==> config.mk <==
export PLATFORM = sky130hd
export DESIGN_NAME = pod_top
export DESIGN_NICKNAME = d
export VERILOG_FILES = /design/src/hdl/pod_sync.v /design/src/hdl/pod_detect.v /design/src/hdl/pod_top.v
export VERILOG_INCLUDE_DIRS = /design/src /design/src/hdl
export SDC_FILE = /design/constraint.sdc
export NUM_CORES = 1
export LEC_CHECK = 0
export BUFFER_PORTS_ARGS = -buffer_cell sky130_fd_sc_hd__buf_2
export CAP_MARGIN = 10
export CORE_MARGIN = 2
export CORE_UTILIZATION = 49
export DETAILED_ROUTE_END_ITERATION = 8
export GPL_TIMING_DRIVEN = 0
export PLACE_DENSITY = 0.72
export SLEW_MARGIN = 10
export SYNTH_ARGS = -nofsm -noshare
export SYNTH_HDL_FRONTEND = slang
export SYNTH_SLANG_ARGS = --single-unit
==> constraint.sdc <==
create_clock -name pclk -period 2.05 [get_ports pclk]
set_clock_uncertainty 0.1 [all_clocks]
set_input_delay 0.3075 -clock pclk [delete_from_list [all_inputs] [get_ports pclk]]
set_output_delay 0.3075 -clock pclk [all_outputs]
set_load 0.03 [all_outputs]
==> src/hdl/pod_map.vh <==
// register offsets, field positions, reset values and timing counts for the port output disable
`ifndef POD_MAP_VH
`define POD_MAP_VH
`define POD_OFF_OUT_CTRL   12'h000
`define POD_OFF_IN_CTRL    12'h004
`define POD_OFF_OUT_STATE  12'h008
`define POD_OFF_PORT_DATA  12'h00c
`define POD_OSF_BIT        15
`define POD_OCE_BIT        9
`define POD_OIE_BIT        8
`define POD_PIE_BIT        8
`define POD_IFLAG_LO       12
`define POD_OUT_CTRL_RST   16'h0000
`define POD_IN_CTRL_RST    16'h0000
`define POD_PORT_HIZ_MASK  16'hfa00
`define POD_LOW_SAMPLES    5'd16
`define POD_DIV_A          8'd8
`define POD_DIV_B          8'd16
`define POD_DIV_C          8'd128
`endif

==> src/hdl/pod_sync.v <==
// two flip-flop synchroniser for one external level
`timescale 1ns/100ps
module pod_sync (
  // clock and reset
  input  wire pclk,
  input  wire presetn,
  // level in and out
  input  wire din,
  output reg  dout
);
  reg meta_r; // first stage, read only by dout

  // idle inputs are high, so both stages reset high
  always @(posedge pclk or negedge presetn) begin
    if (!presetn) begin
      meta_r <= 1'b1;
      dout   <= 1'b1;
    end else begin
      meta_r <= din;
      dout   <= meta_r;
    end
  end
endmodule

==> src/hdl/pod_detect.v <==
// request detector for one active-low disable input: falling edge or sixteen low samples
`include "pod_map.vh"
`timescale 1ns/100ps
module pod_detect (
  // clock and reset
  input  wire       pclk,
  input  wire       presetn,
  // synchronised input and mode
  input  wire       lvl,
  input  wire [1:0] mode,
  // sampling tick for the selected divider
  input  wire       tick,
  // accepted request, one cycle
  output reg        req
);
  reg       prev_r; // last synchronised level
  reg [4:0] cnt_r;  // consecutive low samples

  // edge mode or low-run counting
  always @(posedge pclk or negedge presetn) begin
    if (!presetn) begin
      prev_r <= 1'b1;
      cnt_r  <= 5'd0;
      req    <= 1'b0;
    end else begin
      prev_r <= lvl;
      req    <= 1'b0;
      if (mode == 2'b00) begin
        cnt_r <= 5'd0;
        if (prev_r && !lvl)
          req <= 1'b1;
      end else if (tick) begin
        // one high sample restarts the run
        if (lvl) begin
          cnt_r <= 5'd0;
        end else if (cnt_r == `POD_LOW_SAMPLES - 5'd1) begin
          req   <= 1'b1;
          cnt_r <= 5'd0;
        end else begin
          cnt_r <= cnt_r + 5'd1;
        end
      end
    end
  end
endmodule

==> src/hdl/pod_top.v <==
// port output disable: input detection, output short compare and APB registers
//
// Chosen here: the APB slave port and the register addresses.
`include "pod_map.vh"
`timescale 1ns/100ps
module pod_top #(
  parameter NIN   = 4, // external disable inputs
  parameter NPAIR = 3  // compared complementary pairs
) (
  // clock and power-on reset
  input  wire              pclk,
  input  wire              presetn,
  // apb slave
  input  wire              psel,
  input  wire              penable,
  input  wire              pwrite,
  input  wire [11:0]       paddr,
  input  wire [31:0]       pwdata,
  output reg  [31:0]       prdata,
  output reg               pready,
  output reg               pslverr,
  // external disable inputs, active low
  input  wire [NIN-1:0]    ext_disable_input_n,
  // timer output levels: pair k is pair_out_a[k] and pair_out_b[k]
  input  wire [NPAIR-1:0]  pair_out_a,
  input  wire [NPAIR-1:0]  pair_out_b,
  // pin control and interrupt requests
  output reg               outputs_hiz,
  output reg               short_irq,
  output reg               input_irq
);
  // register state
  reg              osf_r;      // output short flag
  reg              oce_r;      // output compare enable
  reg              oie_r;      // short interrupt enable
  reg              osf_seen_r; // flag read as 1, clear armed
  reg [NIN-1:0]    iflag_r;    // input request flags
  reg [NIN-1:0]    iflag_seen_r; // flags read as 1
  reg              pie_r;      // input interrupt enable
  reg [2*NIN-1:0]  imode_r;    // input detect mode fields
  reg [15:0]       port_data_r; // port data register image
  reg [7:0]        pre_r;      // sampling prescaler
  reg [7:0]        pre_last_r; // previous prescaler value

  // bus decode
  wire acc     = psel && penable;
  wire wr      = acc && pwrite;
  wire rd      = acc && !pwrite;
  wire a_oc    = (paddr == `POD_OFF_OUT_CTRL);
  wire a_ic    = (paddr == `POD_OFF_IN_CTRL);
  wire a_st    = (paddr == `POD_OFF_OUT_STATE);
  wire a_pd    = (paddr == `POD_OFF_PORT_DATA);
  wire mapped  = a_oc || a_ic || a_st || a_pd;

  // sampling ticks: divider wraps mark each phi/n sample point
  wire tick8   = (pre_r[2:0] == 3'd7);
  wire tick16  = (pre_r[3:0] == 4'd15);
  wire tick128 = (pre_r[6:0] == 7'd127);

  // synchronised inputs and accepted requests
  wire [NIN-1:0] lvl_s;
  wire [NIN-1:0] ireq;

  // short compare
  reg  [NPAIR-1:0] pair_low;
  wire             any_short = |pair_low;
  wire             oce_set   = wr && a_oc && pwdata[`POD_OCE_BIT];
  wire             oce_eff   = oce_r || oce_set;

  always @* begin : cmp
    integer k;
    pair_low = {NPAIR{1'b0}};
    for (k = 0; k < NPAIR; k = k + 1)
      pair_low[k] = !pair_out_a[k] && !pair_out_b[k];
  end

  genvar g;
  generate
    for (g = 0; g < NIN; g = g + 1) begin : ch
      wire [1:0] m = imode_r[2*g+1:2*g];
      wire tk = (m == 2'b01) ? tick8 : (m == 2'b10) ? tick16 : tick128;
      pod_sync u_sync (
        .pclk    (pclk),
        .presetn (presetn),
        .din     (ext_disable_input_n[g]),
        .dout    (lvl_s[g])
      );
      pod_detect u_det (
        .pclk    (pclk),
        .presetn (presetn),
        .lvl     (lvl_s[g]),
        .mode    (m),
        .tick    (tk),
        .req     (ireq[g])
      );
    end
  endgenerate

  // free-running prescaler for the sampling clocks
  always @(posedge pclk or negedge presetn) begin
    if (!presetn) begin
      pre_r      <= 8'h00;
      pre_last_r <= 8'h00;
    end else begin
      pre_r      <= pre_r + 8'h01;
      pre_last_r <= pre_r;
    end
  end

  // output short control register; presetn is the power-on reset
  // reset only on power-on
  always @(posedge pclk or negedge presetn) begin
    if (!presetn) begin
      osf_r      <= 1'b0;
      oce_r      <= 1'b0;
      oie_r      <= 1'b0;
      osf_seen_r <= 1'b0;
    end else begin
      // arm the clear when software sees the flag at 1
      if (rd && a_oc && osf_r)
        osf_seen_r <= 1'b1;
      if (wr && a_oc) begin
        oce_r <= pwdata[`POD_OCE_BIT];
        oie_r <= pwdata[`POD_OIE_BIT];
        // write 0 after read 1 clears, write 1 ignored
        if (!pwdata[`POD_OSF_BIT] && osf_seen_r) begin
          osf_r      <= 1'b0;
          osf_seen_r <= 1'b0;
        end
      end
      // set wins over a clear in the same cycle
      // compare enable write sees a low pair at once
      if (oce_eff && any_short)
        osf_r <= 1'b1;
    end
  end

  // input control register and request flags
  always @(posedge pclk or negedge presetn) begin : icr
    integer i;
    if (!presetn) begin
      iflag_r      <= {NIN{1'b0}};
      iflag_seen_r <= {NIN{1'b0}};
      pie_r        <= 1'b0;
      imode_r      <= {2*NIN{1'b0}};
    end else begin
      if (wr && a_ic) begin
        pie_r   <= pwdata[`POD_PIE_BIT];
        imode_r <= pwdata[2*NIN-1:0];
      end
      for (i = 0; i < NIN; i = i + 1) begin
        if (rd && a_ic && iflag_r[i])
          iflag_seen_r[i] <= 1'b1;
        if (wr && a_ic && !pwdata[`POD_IFLAG_LO+i] && iflag_seen_r[i]) begin
          iflag_r[i]      <= 1'b0;
          iflag_seen_r[i] <= 1'b0;
        end
        // accepted request sets its flag, set wins
        if (ireq[i])
          iflag_r[i] <= 1'b1;
      end
    end
  end

  // short hiz condition from flag and both enables
  // needs compare and interrupt enable
  wire short_hiz = osf_r && oce_r && oie_r;
  // immediate short term so the pins float from the same edge that sets the flag
  wire short_now = oce_eff && any_short && (oie_r || (wr && a_oc && pwdata[`POD_OIE_BIT]));

  // port data register image; short hiz forces the documented bits high
  always @(posedge pclk or negedge presetn) begin
    if (!presetn) begin
      port_data_r <= 16'h0000;
    end else begin
      if (wr && a_pd)
        port_data_r <= pwdata[15:0];
      // short hiz sets port data bits
      if (short_hiz || short_now)
        port_data_r <= port_data_r | `POD_PORT_HIZ_MASK;
    end
  end

  // pin control and interrupt outputs, all registered
  always @(posedge pclk or negedge presetn) begin
    if (!presetn) begin
      outputs_hiz <= 1'b0;
      short_irq   <= 1'b0;
      input_irq   <= 1'b0;
    end else begin
      // input hiz holds while any flag is set
      // short hiz ends once compare off or flag clear
      outputs_hiz <= (|iflag_r) || (|ireq) || short_hiz || short_now;
      short_irq   <= short_hiz || short_now;
      input_irq   <= pie_r && ((|iflag_r) || (|ireq));
    end
  end

  // apb read data, ready and error; one wait-free access phase
  always @(posedge pclk or negedge presetn) begin
    if (!presetn) begin
      prdata  <= 32'h0000_0000;
      pready  <= 1'b0;
      pslverr <= 1'b0;
    end else begin
      pready  <= psel && !penable;
      pslverr <= psel && !penable && !mapped;
      prdata  <= 32'h0000_0000;
      if (psel && !penable && !pwrite) begin
        if (a_oc)
          prdata <= {16'h0000, osf_r, 5'h00, oce_r, oie_r, 8'h00};
        else if (a_ic)
          prdata <= {16'h0000, iflag_r, 3'h0, pie_r, imode_r};
        else if (a_st)
          prdata <= {27'h0, pair_low, short_hiz, (|iflag_r)};
        else if (a_pd)
          prdata <= {16'h0000, port_data_r};
      end
    end
  end
endmodule

Word-level counts from Yosys, hierarchy flattened
Index checks and enable logic that the tools add are counted.
- register bits: 118
- equal/unequal tests: 18
- reduce and logical (&&, ||, !) cells: 90
- bitwise gates (word level): 1
- add/subtract/negate cells: 5
- mux-type cells: 73
- operators with widths (cell ; number):
    $mux 16 ; 5
    $mux 5 ; 16
    $mux 32 ; 2
    $mux 1 ; 50
    $logic_and 1x1->1 ; 39
    $reduce_bool 2->1 ; 15
    $eq 12x4->1 const B ; 2
    $add 5x1->5 const B ; 4
    $eq 5x4->1 const B ; 4
    $logic_not 1->1 ; 17
    $eq 12x3->1 const B ; 1
    $logic_not 12->1 ; 1
    $logic_or 1x1->1 ; 9
    $add 8x1->8 const B ; 1
    $eq 2x1->1 const B ; 4
    $eq 2x2->1 const B ; 4
    $logic_not 2->1 ; 4
    $reduce_or 4->1 ; 2
    $eq 7x7->1 const B ; 1
    $eq 4x4->1 const B ; 1
    $reduce_and 2->1 ; 2
    $eq 3x3->1 const B ; 1
    $reduce_or 3->1 ; 1
    $not 1->1 ; 1

Depth between registers and ports, before layout
Gate-level depths: netlist (run 1).
- word-level depth: 10
- gate-level depth with buffers: 6

Modules after synthesis
Synthesis (run 1) repeated with hierarchy kept, for this count alone.
- cell total of the unflattened synthesis: 410
- area total of the unflattened synthesis: 4722.0 sq um
- modules (own cells, without submodules) (module ; seq. area each (sq um) ; area each (sq um) ; cells an instance ; instances):
    pod_top ; 1626.6 ; 3115.5 ; 270 ; 1
    pod_detect ; 176.4 ; 349.1 ; 33 ; 4
    pod_sync ; 52.6 ; 52.6 ; 2 ; 4

Worst setup path after synthesis (run 1)
OpenSTA, ideal clock, no wires.
- path type: input to register
- start point: in paddr[5]
- end point: reg port_data_r[0]
- data required time: 1.825 ns
- setup time: 0.125 ns
- cell stages on the path: 5
- path slack: -0.279 ns
- data arrival time: 2.104 ns
- path through: or4_4 -> nor4_4 -> a21boi_2 -> buf_6 -> mux2_4
- longest elaborated chain between the ends: 9
- elaborated cells on any way between the ends: 13
- classes of those cells: 1 x eq/ne; 1 x bitwise; 11 x reduce/logical
- ends and longest elaborated chain (item ; RTL line ; text):
    from (decl) ; pod_top.v:17 ; input wire [11:0] paddr,
    $logic_not 12->1 (no line) ; - ;
    $logic_and 1x1->1 ; pod_top.v:67, pod_top.v:169 ;
    $logic_and 1x1->1 ; pod_top.v:67 ; wire oce_set = wr && a_oc && pwdata[`POD_OCE_BIT];
    $logic_or 1x1->1 ; pod_top.v:68 ; wire oce_eff = oce_r || oce_set;
    $logic_and 1x1->1 (2 in a row) ; pod_top.v:169 ; wire short_now = oce_eff && any_short && (oie_r || (wr && a_oc && pwdata[`POD_OIE_BIT]));
    $logic_or 1x1->1 ; pod_top.v:179 ; if (short_hiz || short_now)
    $not 1->1 (no line) ; - ;
    $reduce_and 2->1 (no line) (*) ; - ;
    to (signal assigned) ; pod_top.v:177 ; port_data_r <= pwdata[15:0];
    to (signal assigned) ; pod_top.v:180 ; port_data_r <= port_data_r | `POD_PORT_HIZ_MASK;
    to (decl) ; pod_top.v:41 ; reg [15:0] port_data_r;
Every way passes the cells marked *; elsewhere a longest branch is shown, timed or not.
A chain may end at the register's enable or synchronous reset.

Worst setup path in the final report (run 1)
- start point: reg pre_r[1]
- end point: reg ch[1].u_det.cnt_r[0]
- longest elaborated chain between the ends: 4
- elaborated cells on any way between the ends: 6
- classes of those cells: 3 x eq/ne; 2 x mux; 1 x reduce/logical
- ends and longest elaborated chain (item ; RTL line ; text):
    from (decl) ; pod_top.v:42 ; reg [7:0] pre_r;
    from (signal assigned) ; pod_top.v:105 ; pre_r <= pre_r + 8'h01;
    $eq 7x7->1 / $eq 4x4->1 (equally long branches) ; pod_top.v:58, pod_top.v:57 ;
    $mux 1 ; pod_top.v:81 ; wire tk = (m == 2'b01) ? tick8 : (m == 2'b10) ? tick16 : tick128;
    $mux 1 (*) ; pod_top.v:81 ;
    $reduce_bool 2->1 (no line) (*) ; - ;
    to (signal assigned) ; pod_detect.v:40 ; cnt_r <= cnt_r + 5'd1;
    to (decl) ; pod_detect.v:17 ; reg [4:0] cnt_r;
Marks and branches as above.

==> results of run 1 <==
## routing by layer
metal	vias up	wire length [um]	GRT usage [%]
met3	11	392	3.010
met1	1763	4546	28.24
met2	88	5030	33.86
met4	0	131	6.974
li1	1650	-	-
met5	-	0	0
## stage by stage
step                power, mW  setup WS (ns)  utilization (%)
floorplan               2.219        -0.2787                -
global placement        2.333        -0.6433            56.35
detailed placement      2.347        -0.6612            56.67
CTS                     3.733       -0.09680            60.61
global route            3.857        0.02268            61.68
finish                  3.711        0.05645            61.68
## area by class of cell
cell class / instances / area [sq um]
plain buffers: 24 / 160.2
fillers: 742 / 3557
clock inverters: 5 / 85.08
clock buffers: 11 / 131.4
multi-input cells: 282 / 2180
repair buffers: 73 / 425.4
well taps: 129 / 161.4
flip-flops and latches: 101 / 2542
inverters: 11 / 41.29
## where the power goes
| group | internal, mW | switching (mW) |
|---|---|---|
| clock | 0.696 | 0.689 |
| sequential | 2.03 | 0.0206 |
| combinational | 0.107 | 0.170 |
## cells by family after synthesis
| group | after synthesis |
|---|---|
| multiplexers | 42 |
| other | 1 |
| XOR/XNOR | 4 |
| AND/OR/NAND/NOR | 133 |
| flip-flops | 101 |
| adder cells (fa/ha/maj) | 6 |
| AO/OA/AOI/OAI | 81 |
| buffers and inverters | 38 |
## repair_timing
item                                   in CTS  in global routing
resized for setup                          14                 17
pin swaps                                   1                  1
endpoints found under the hold margin      52                  0
buffers inserted                            2                  2
hold buffers                                5                  0
setup endpoints to repair                  53                 41
## state kept, by name (all words and copies together), names as in the netlist, 4 cells and up
signal            count
ch.u_sync.dout        4
port_data_r          16
ch.u_sync.meta_r      4
prdata               16
ch.u_det.req          4
pre_r                 7
iflag_r               4
ch.u_det.prev_r       4
iflag_seen_r          4
ch.u_det.cnt_r       20
imode_r               8
## final timing paths
kind                       slack [ns]  cells after the start                                to
min in group asynchronous        0.43                      2              prdata[10]$_DFF_PN0_
min reg2reg                      0.25                      0       ch[2].u_sync.dout$_DFF_PN1_
min                              0.07                      2       port_data_r[10]$_DFFE_PN0P_
max in group asynchronous        0.67                      3     ch[2].u_sync.meta_r$_DFF_PN1_
max                              0.06                      5  ch[1].u_det.cnt_r[0]$_DFFE_PN0P_
max reg2reg                      0.06                      5  ch[1].u_det.cnt_r[0]$_DFFE_PN0P_
## critical path: stages, from the launching register on
cell and delay (ns):
dfrtp_1 0.43, ha_4 0.20, ha_1 0.26, or3b_4 0.44
nand2_4 0.11, mux2_2 0.33
## synth_stat cells, types with 4 or more instances
cell type and instances:
a21o_1 4, a21oi_1 11, a221oi_1 4, a31oi_1 4
a41oi_1 5, and2_1 5, buf_4 16, clkbuf_1 8
dfrtp_1 89, dfstp_2 12, ha_1 6, inv_1 11
mux2_2 13, mux2_4 10, mux2i_1 19, nand2_1 11
nand2b_1 6, nand3_1 11, nand3b_1 4, nand4b_1 5
nor2_1 38, nor2b_1 7, nor3_1 9, nor3b_1 5
nor4_1 7, o21ai_0 17, o2bb2ai_1 5, o31a_1 4
o31ai_1 5, o41ai_1 6, or2_2 9
==> summary.md, run 1 <==
| Metric | Value |
|---|---|
| Worst slew pin tran | `between 0.7 and 0.8 ns` |
| CP Class | `flip-flop to flip-flop` |
| IO Pins | `96` |
| Initial core utilization | `50.53%` |
| Row count | `35` |
| Placed cell areas | `between 5000 and 6000 sq um` |
| Synth async-reset ratio | `100.0%` |
| Outcome | `completed` |
| Dominant cells by area after synthesis | `dfrtp_1, dfstp_2, mux2i_1` |
| H-tree depth | `3` |
| Crit end category | `flip-flop` |
| Highest-count cells in the layout ignoring fill and taps | `dfrtp_1, buf_2, nor2_1` |
| Final #Nets | `approximately 570` |
| Clk buf depth | `2` |
| P&R area growth vs syn | `22.09%` |
| WL per Instance | `15.88 um` |
| Critical path data required time | `2.20 ns` |
| Slew Limit Fails | `0` |
| DRT Wirelength | `between 10 and 15 mm` |
| Post-route DRC violation count | `0` |
| Synth top area share | `a little under half` |
| Startpoint types | `flip-flop` |
| Antenna violations before repair | `0` |
| Count of state elements after synthesis | `101` |
| Leak pwr | `roughly 2.7 nW` |
| Commonest non-fill, non-tap cell in the layout | `dfrtp_1` |
| Max Clk Rate | `between 500 and 600 MHz` |
| Die width | `101.8 um` |
| Hold Fails Final Rpt | `0` |
| HPWL Detailed | `approximately 6.9 mm` |
| Clock slew at reported path FFs | `0.10 ns` |
| Power Dens Cells | `approximately 650 nW/um^2` |
| Via Count | `approximately 3500` |
| Fin area | `between 5000 and 6000 sq um` |
| Core box area | `9284 sq um` |
| Number of vias per cell | `~5.5` |
| 1st-iter DRT viols | `137` |
| Main combinational cell family by area after synthesis | `simple AND/OR/NAND/NOR gates` |
| Max rail drop VDD | `~0.31 mV` |
| Synthesized area | `4691 sq um` |
| Antenna Nets Post-Route | `0` |
| Clock Latency Late Sink | `0.36 ns` |
| Tmin final | `1.994 ns` |
| Synth Flop Type | `dfrtp_1` |
| Fraction of layout cells with a size suffix above 1 | `between 30% and 40%` |
| Final Cycle Share | `a little under 100%` |
| Vias in the first global route | `around 3400` |
| Finished Layout Cells | `roughly 640` |
| Post-Synthesis Cells | `just over 400` |
| Die area | `10370 sq um` |
| TritonCTS buffer count | `9` |
| RSZ-0062 raised after global routing | `false` |
| Max Cap Violations | `0` |
| # placed instances | `slightly above 600` |
| Syn_area_per_cell | `~12 sq um` |
| Final setup fails | `0` |
| Largest net degree at the start of global routing | `53` |
| Pre-antenna DRT Iters | `4` |
| Crit path max fanout | `6` |
| Overflow left after global routing | `0` |
| Synth warn | `0` |
| Routability cong. | `around 0.84` |
| RR Startpoint | `pre_r[1]$_DFF_PN0_` |
| Port Buffers | `63` |
| Post-synthesis compound-gate area fraction | `between 10% and 20%` |
| Origin of the worst setup path | `pre_r[1]$_DFF_PN0_` |
| All-Layer GR Usage | `~21%` |
| Synth area leader | `dfrtp_1` |
| Clk sinks | `just over 100` |
| Hold_sp | `pwdata[10]` |
| Antenna cells | `0` |
| Clk root buf | `clkbuf_8` |
| Setup TNS | `0 ns` |
| Crit path DAT | `~2.1 ns` |
| Post-synthesis sequential area ratio | `between 50% and 60%` |
| Worst Hold Class | `primary input to flip-flop` |
| Post-Synth XOR/XNOR Area | `less than 1%` |
| Hold slack final | `around 0.071 ns` |
| Post-synth EDFFs | `0` |
| Synth Area in Simple Gates | `between 10% and 20%` |
| Relative slew slack | `a little over half` |
| Synth cell types | `58` |
| Mux contribution to synthesized area | `between 10% and 20%` |
| Global-route wire length before repair | `between 15 and 20 mm` |
| Post-Synth Adder-Cell Area | `1.600%` |
| Chip height | `between 100 and 150 um` |
| TritonCTS clock tree | `built` |
Power figures use the tool's default switching activity.
==> run 2, diff against run 1 <==
--- a/config.mk
+++ b/config.mk
@@ -8,7 +8,6 @@
 export LEC_CHECK = 0
 export BUFFER_PORTS_ARGS = -buffer_cell sky130_fd_sc_hd__buf_2
 export CAP_MARGIN = 10
-export CORE_MARGIN = 2
 export CORE_UTILIZATION = 49
 export DETAILED_ROUTE_END_ITERATION = 8
 export GPL_TIMING_DRIVEN = 0
==> run 2 against run 1 <==
Compared with the run above: setup slack improved by 0.046 ns; global-route usage up 0.67 points; largest power group unchanged; wire length barely moved.
==> summary.md, run 2 (synthesized netlist as in run 1, its figures left out) <==
| Metric | Value |
|---|---|
| Outcome | `completed` |
| Crit path DAT | `2.09 ns (-0.05 ns)` |
| Met3 Usage GRT | `3.412% (+0.40 points)` |
| Max Cap Violations | `0 (unchanged)` |
| Setup TNS | `0 ns (unchanged)` |
| Global-route wire length before repair | `16.48 mm (-1.4%)` |
| Die area | `9968 sq um (-3.9%)` |
| DRT Wirelength | `10.11 mm (about the same)` |
| HPWL Detailed | `7.040 mm (+1.3%)` |
| Tmin final | `1.948 ns (-0.04600 ns)` |
| Post-route DRC violation count | `0 (unchanged)` |
| Antenna violations before repair | `0 (unchanged)` |
| Setup WS pre-CTS | `-0.6485 ns (+0.01271 ns)` |
| Port Buffers | `63 (unchanged)` |
| Setup WS post-layout | `0.1024 ns (+0.04600 ns)` |
| Critical path's slowest cell | `or4_4` |
| Number of vias per cell | `5.436 (-1.6%)` |
| Met1 Track Usage GR | `26.90% (-1.3 points)` |
| Final core occ | `61.73% (about the same)` |
| Routability cong. | `0.8088 (-3.3%)` |
| Chip height | `99.84 um (-2.0%)` |
| Worst path max stage delay | `0.59 ns (+0.15 ns)` |
| Most congested layer reported by global routing | `met2` |
| Regs by FF count | `ch.u_det.cnt_r: 20 flops, port_data_r: 16 flops, prdata: 16 flops` |
| Slew Limit Fails | `0 (unchanged)` |
| Hold Fails Final Rpt | `0 (unchanged)` |
| Highest-count cells in the layout ignoring fill and taps | `dfrtp_1, buf_2, nor2_1` |
| All-Layer GR Usage | `21.25% (+0.67 points)` |
| Power Dens Cells | `643.6 nW/um^2 (-0.70%)` |
| TritonCTS clock tree | `built` |
| TritonCTS buffer count | `9 (unchanged)` |
| Pre-antenna DRT Iters | `4 (unchanged)` |
| H-tree depth | `3 (unchanged)` |
| Max rail drop VDD | `0.3341 mV (+8.3%)` |
| Antenna Nets Post-Route | `0 (unchanged)` |
| Startpoint types | `primary input` |
| Power Total | `3.671 mW (-1.1%)` |
| Worst slew pin tran | `0.7361 ns (+0.03544 ns)` |
| Max reg flops | `20 (unchanged)` |
| Commonest non-fill, non-tap cell in the layout | `dfrtp_1` |
| Crit end category | `flip-flop` |
| Relative slew slack | `50.93% (-2.4 points)` |
| Fraction of layout cells with a size suffix above 1 | `34.19% (+0.067 points)` |
| Max Clk Rate | `513.5 MHz (+2.4%)` |
| Critical path data required time | `2.20 ns (about the same)` |
| Via Count | `3452 (-1.7%)` |
| Final #Nets | `566 (-0.18%)` |
| Antenna cells | `0 (unchanged)` |
| Clk buf depth | `2 (unchanged)` |
| RSZ-0062 raised after global routing | `false` |
| Clock Latency Late Sink | `0.36 ns (about the same)` |
| Final setup fails | `0 (unchanged)` |
| Crit-path cells | `buf_2 > or4_4 > nor4_4 > a21boi_2 > buf_6 > mux2_4` |
| 1st-iter DRT viols | `125 (-8.8%)` |
| Core box area | `9240 sq um (-0.47%)` |
| Most flops, register | `ch.u_det.cnt_r` |
| IO Pins | `96 (unchanged)` |
| Routing usage on met2 | `36.82% (+3.0 points)` |
| Crit path max fanout | `10 (+4)` |
| Worst Hold Class | `primary input to flip-flop` |
| Clk root buf | `clkbuf_8` |
| Vias in the first global route | `3478 (+2.2%)` |
| Initial core utilization | `50.77% (+0.24 points)` |
| Die width | `99.84 um (-2.0%)` |
| Row count | `35 (unchanged)` |
| Clock slew at reported path FFs | `0.10 ns (about the same)` |
| Final Cycle Share | `95.00% (-2.2 points)` |
| Largest net degree at the start of global routing | `57 (+7.5%)` |
| Clk sinks | `101 (unchanged)` |
| CP Class | `primary input to flip-flop` |
| P&R area growth vs syn | `21.61%` |
| Overflow left after global routing | `0 (unchanged)` |
| WL per Instance | `15.91 um (+0.21%)` |
| Leak pwr | `2.658 nW (-0.55%)` |
run 2: cell count changes in the layout (fill, tap and decap cells not counted), sizes merged:
cell	previous run	this run
clkinv	1	2
inv	12	11
bufinv	2	1
run 2: metal layers:
metal,vias up,wire length (um)
li1,1643,-
met1,1717,4523
met2,79,5075
met3,13,341
met4,0,165
met5,-,0
run 2: worst max-delay path: cells and delay by family:
kind / cells / cell delay [ns]
buffers and inverters: 2 / 0.31
AOI/OAI and AO/OA: 1 / 0.22
muxes: 1 / 0.31
and+or+nand+nor: 2 / 0.94
run 2: cell type report:
| cell class | count | area (sq um) |
|---|---|---|
| Timing Repair Buffer | 72 | 417.9 |
| Sequential cell | 101 | 2542 |
| Tap cell | 129 | 161.4 |
| Fill cell | 753 | 3536 |
| Clock buffer | 12 | 165.2 |
| Inverter | 11 | 41.29 |
| Buffer | 24 | 158.9 |
| Multi-Input combinational cell | 282 | 2162 |
| Clock inverter | 4 | 55.05 |
run 2: what timing repair did:
item,4_1_cts,5_1_grt
buffers inserted,1,2
pin swaps,1,3
hold endpoints to repair,43,0
hold buffers,5,0
setup endpoints to repair,53,36
resized for setup,16,13
run 2: worst paths after layout:
check | from | cells after the start | slack [ns] | to
max | paddr[5] | 6 | 0.10 | port_data_r[5]$_DFFE_PN0P_
min | pwdata[11] | 3 | 0.07 | port_data_r[11]$_DFFE_PN0P_
max reg2reg | pre_r[0]$_DFF_PN0_ | 5 | 0.13 | ch[1].u_det.cnt_r[0]$_DFFE_PN0P_
min reg2reg | ch[1].u_sync.meta_r$_DFF_PN1_ | 0 | 0.26 | ch[1].u_sync.dout$_DFF_PN1_
max in group asynchronous | presetn | 3 | 0.73 | ch[2].u_det.prev_r$_DFF_PN1_
min in group asynchronous | presetn | 2 | 0.38 | prdata[11]$_DFF_PN0_
run 2: per-stage QoR:
step | instance area, sq um | hold WS, ns | instances
finish | 5704 | 0.07140 | 635
global route | 5704 | 0.06032 | 635
CTS | 5625 | 0.05885 | 635
detailed placement | 5261 | 0.2468 | 614
global placement | 5231 | 0.2456 | 613
floorplan | 4755 | -0.08809 | 421
run 2: power by group:
| part | total (mW) | leakage (nW) | internal [mW] | switching (mW) |
|---|---|---|---|---|
| Sequential | 2.05 | 1.32 | 2.03 | 0.0199 |
| Combinational | 0.270 | 1.23 | 0.105 | 0.165 |
| Clock | 1.35 | 0.109 | 0.669 | 0.683 |
| Total | 3.67 | 2.66 | 2.80 | 0.867 |
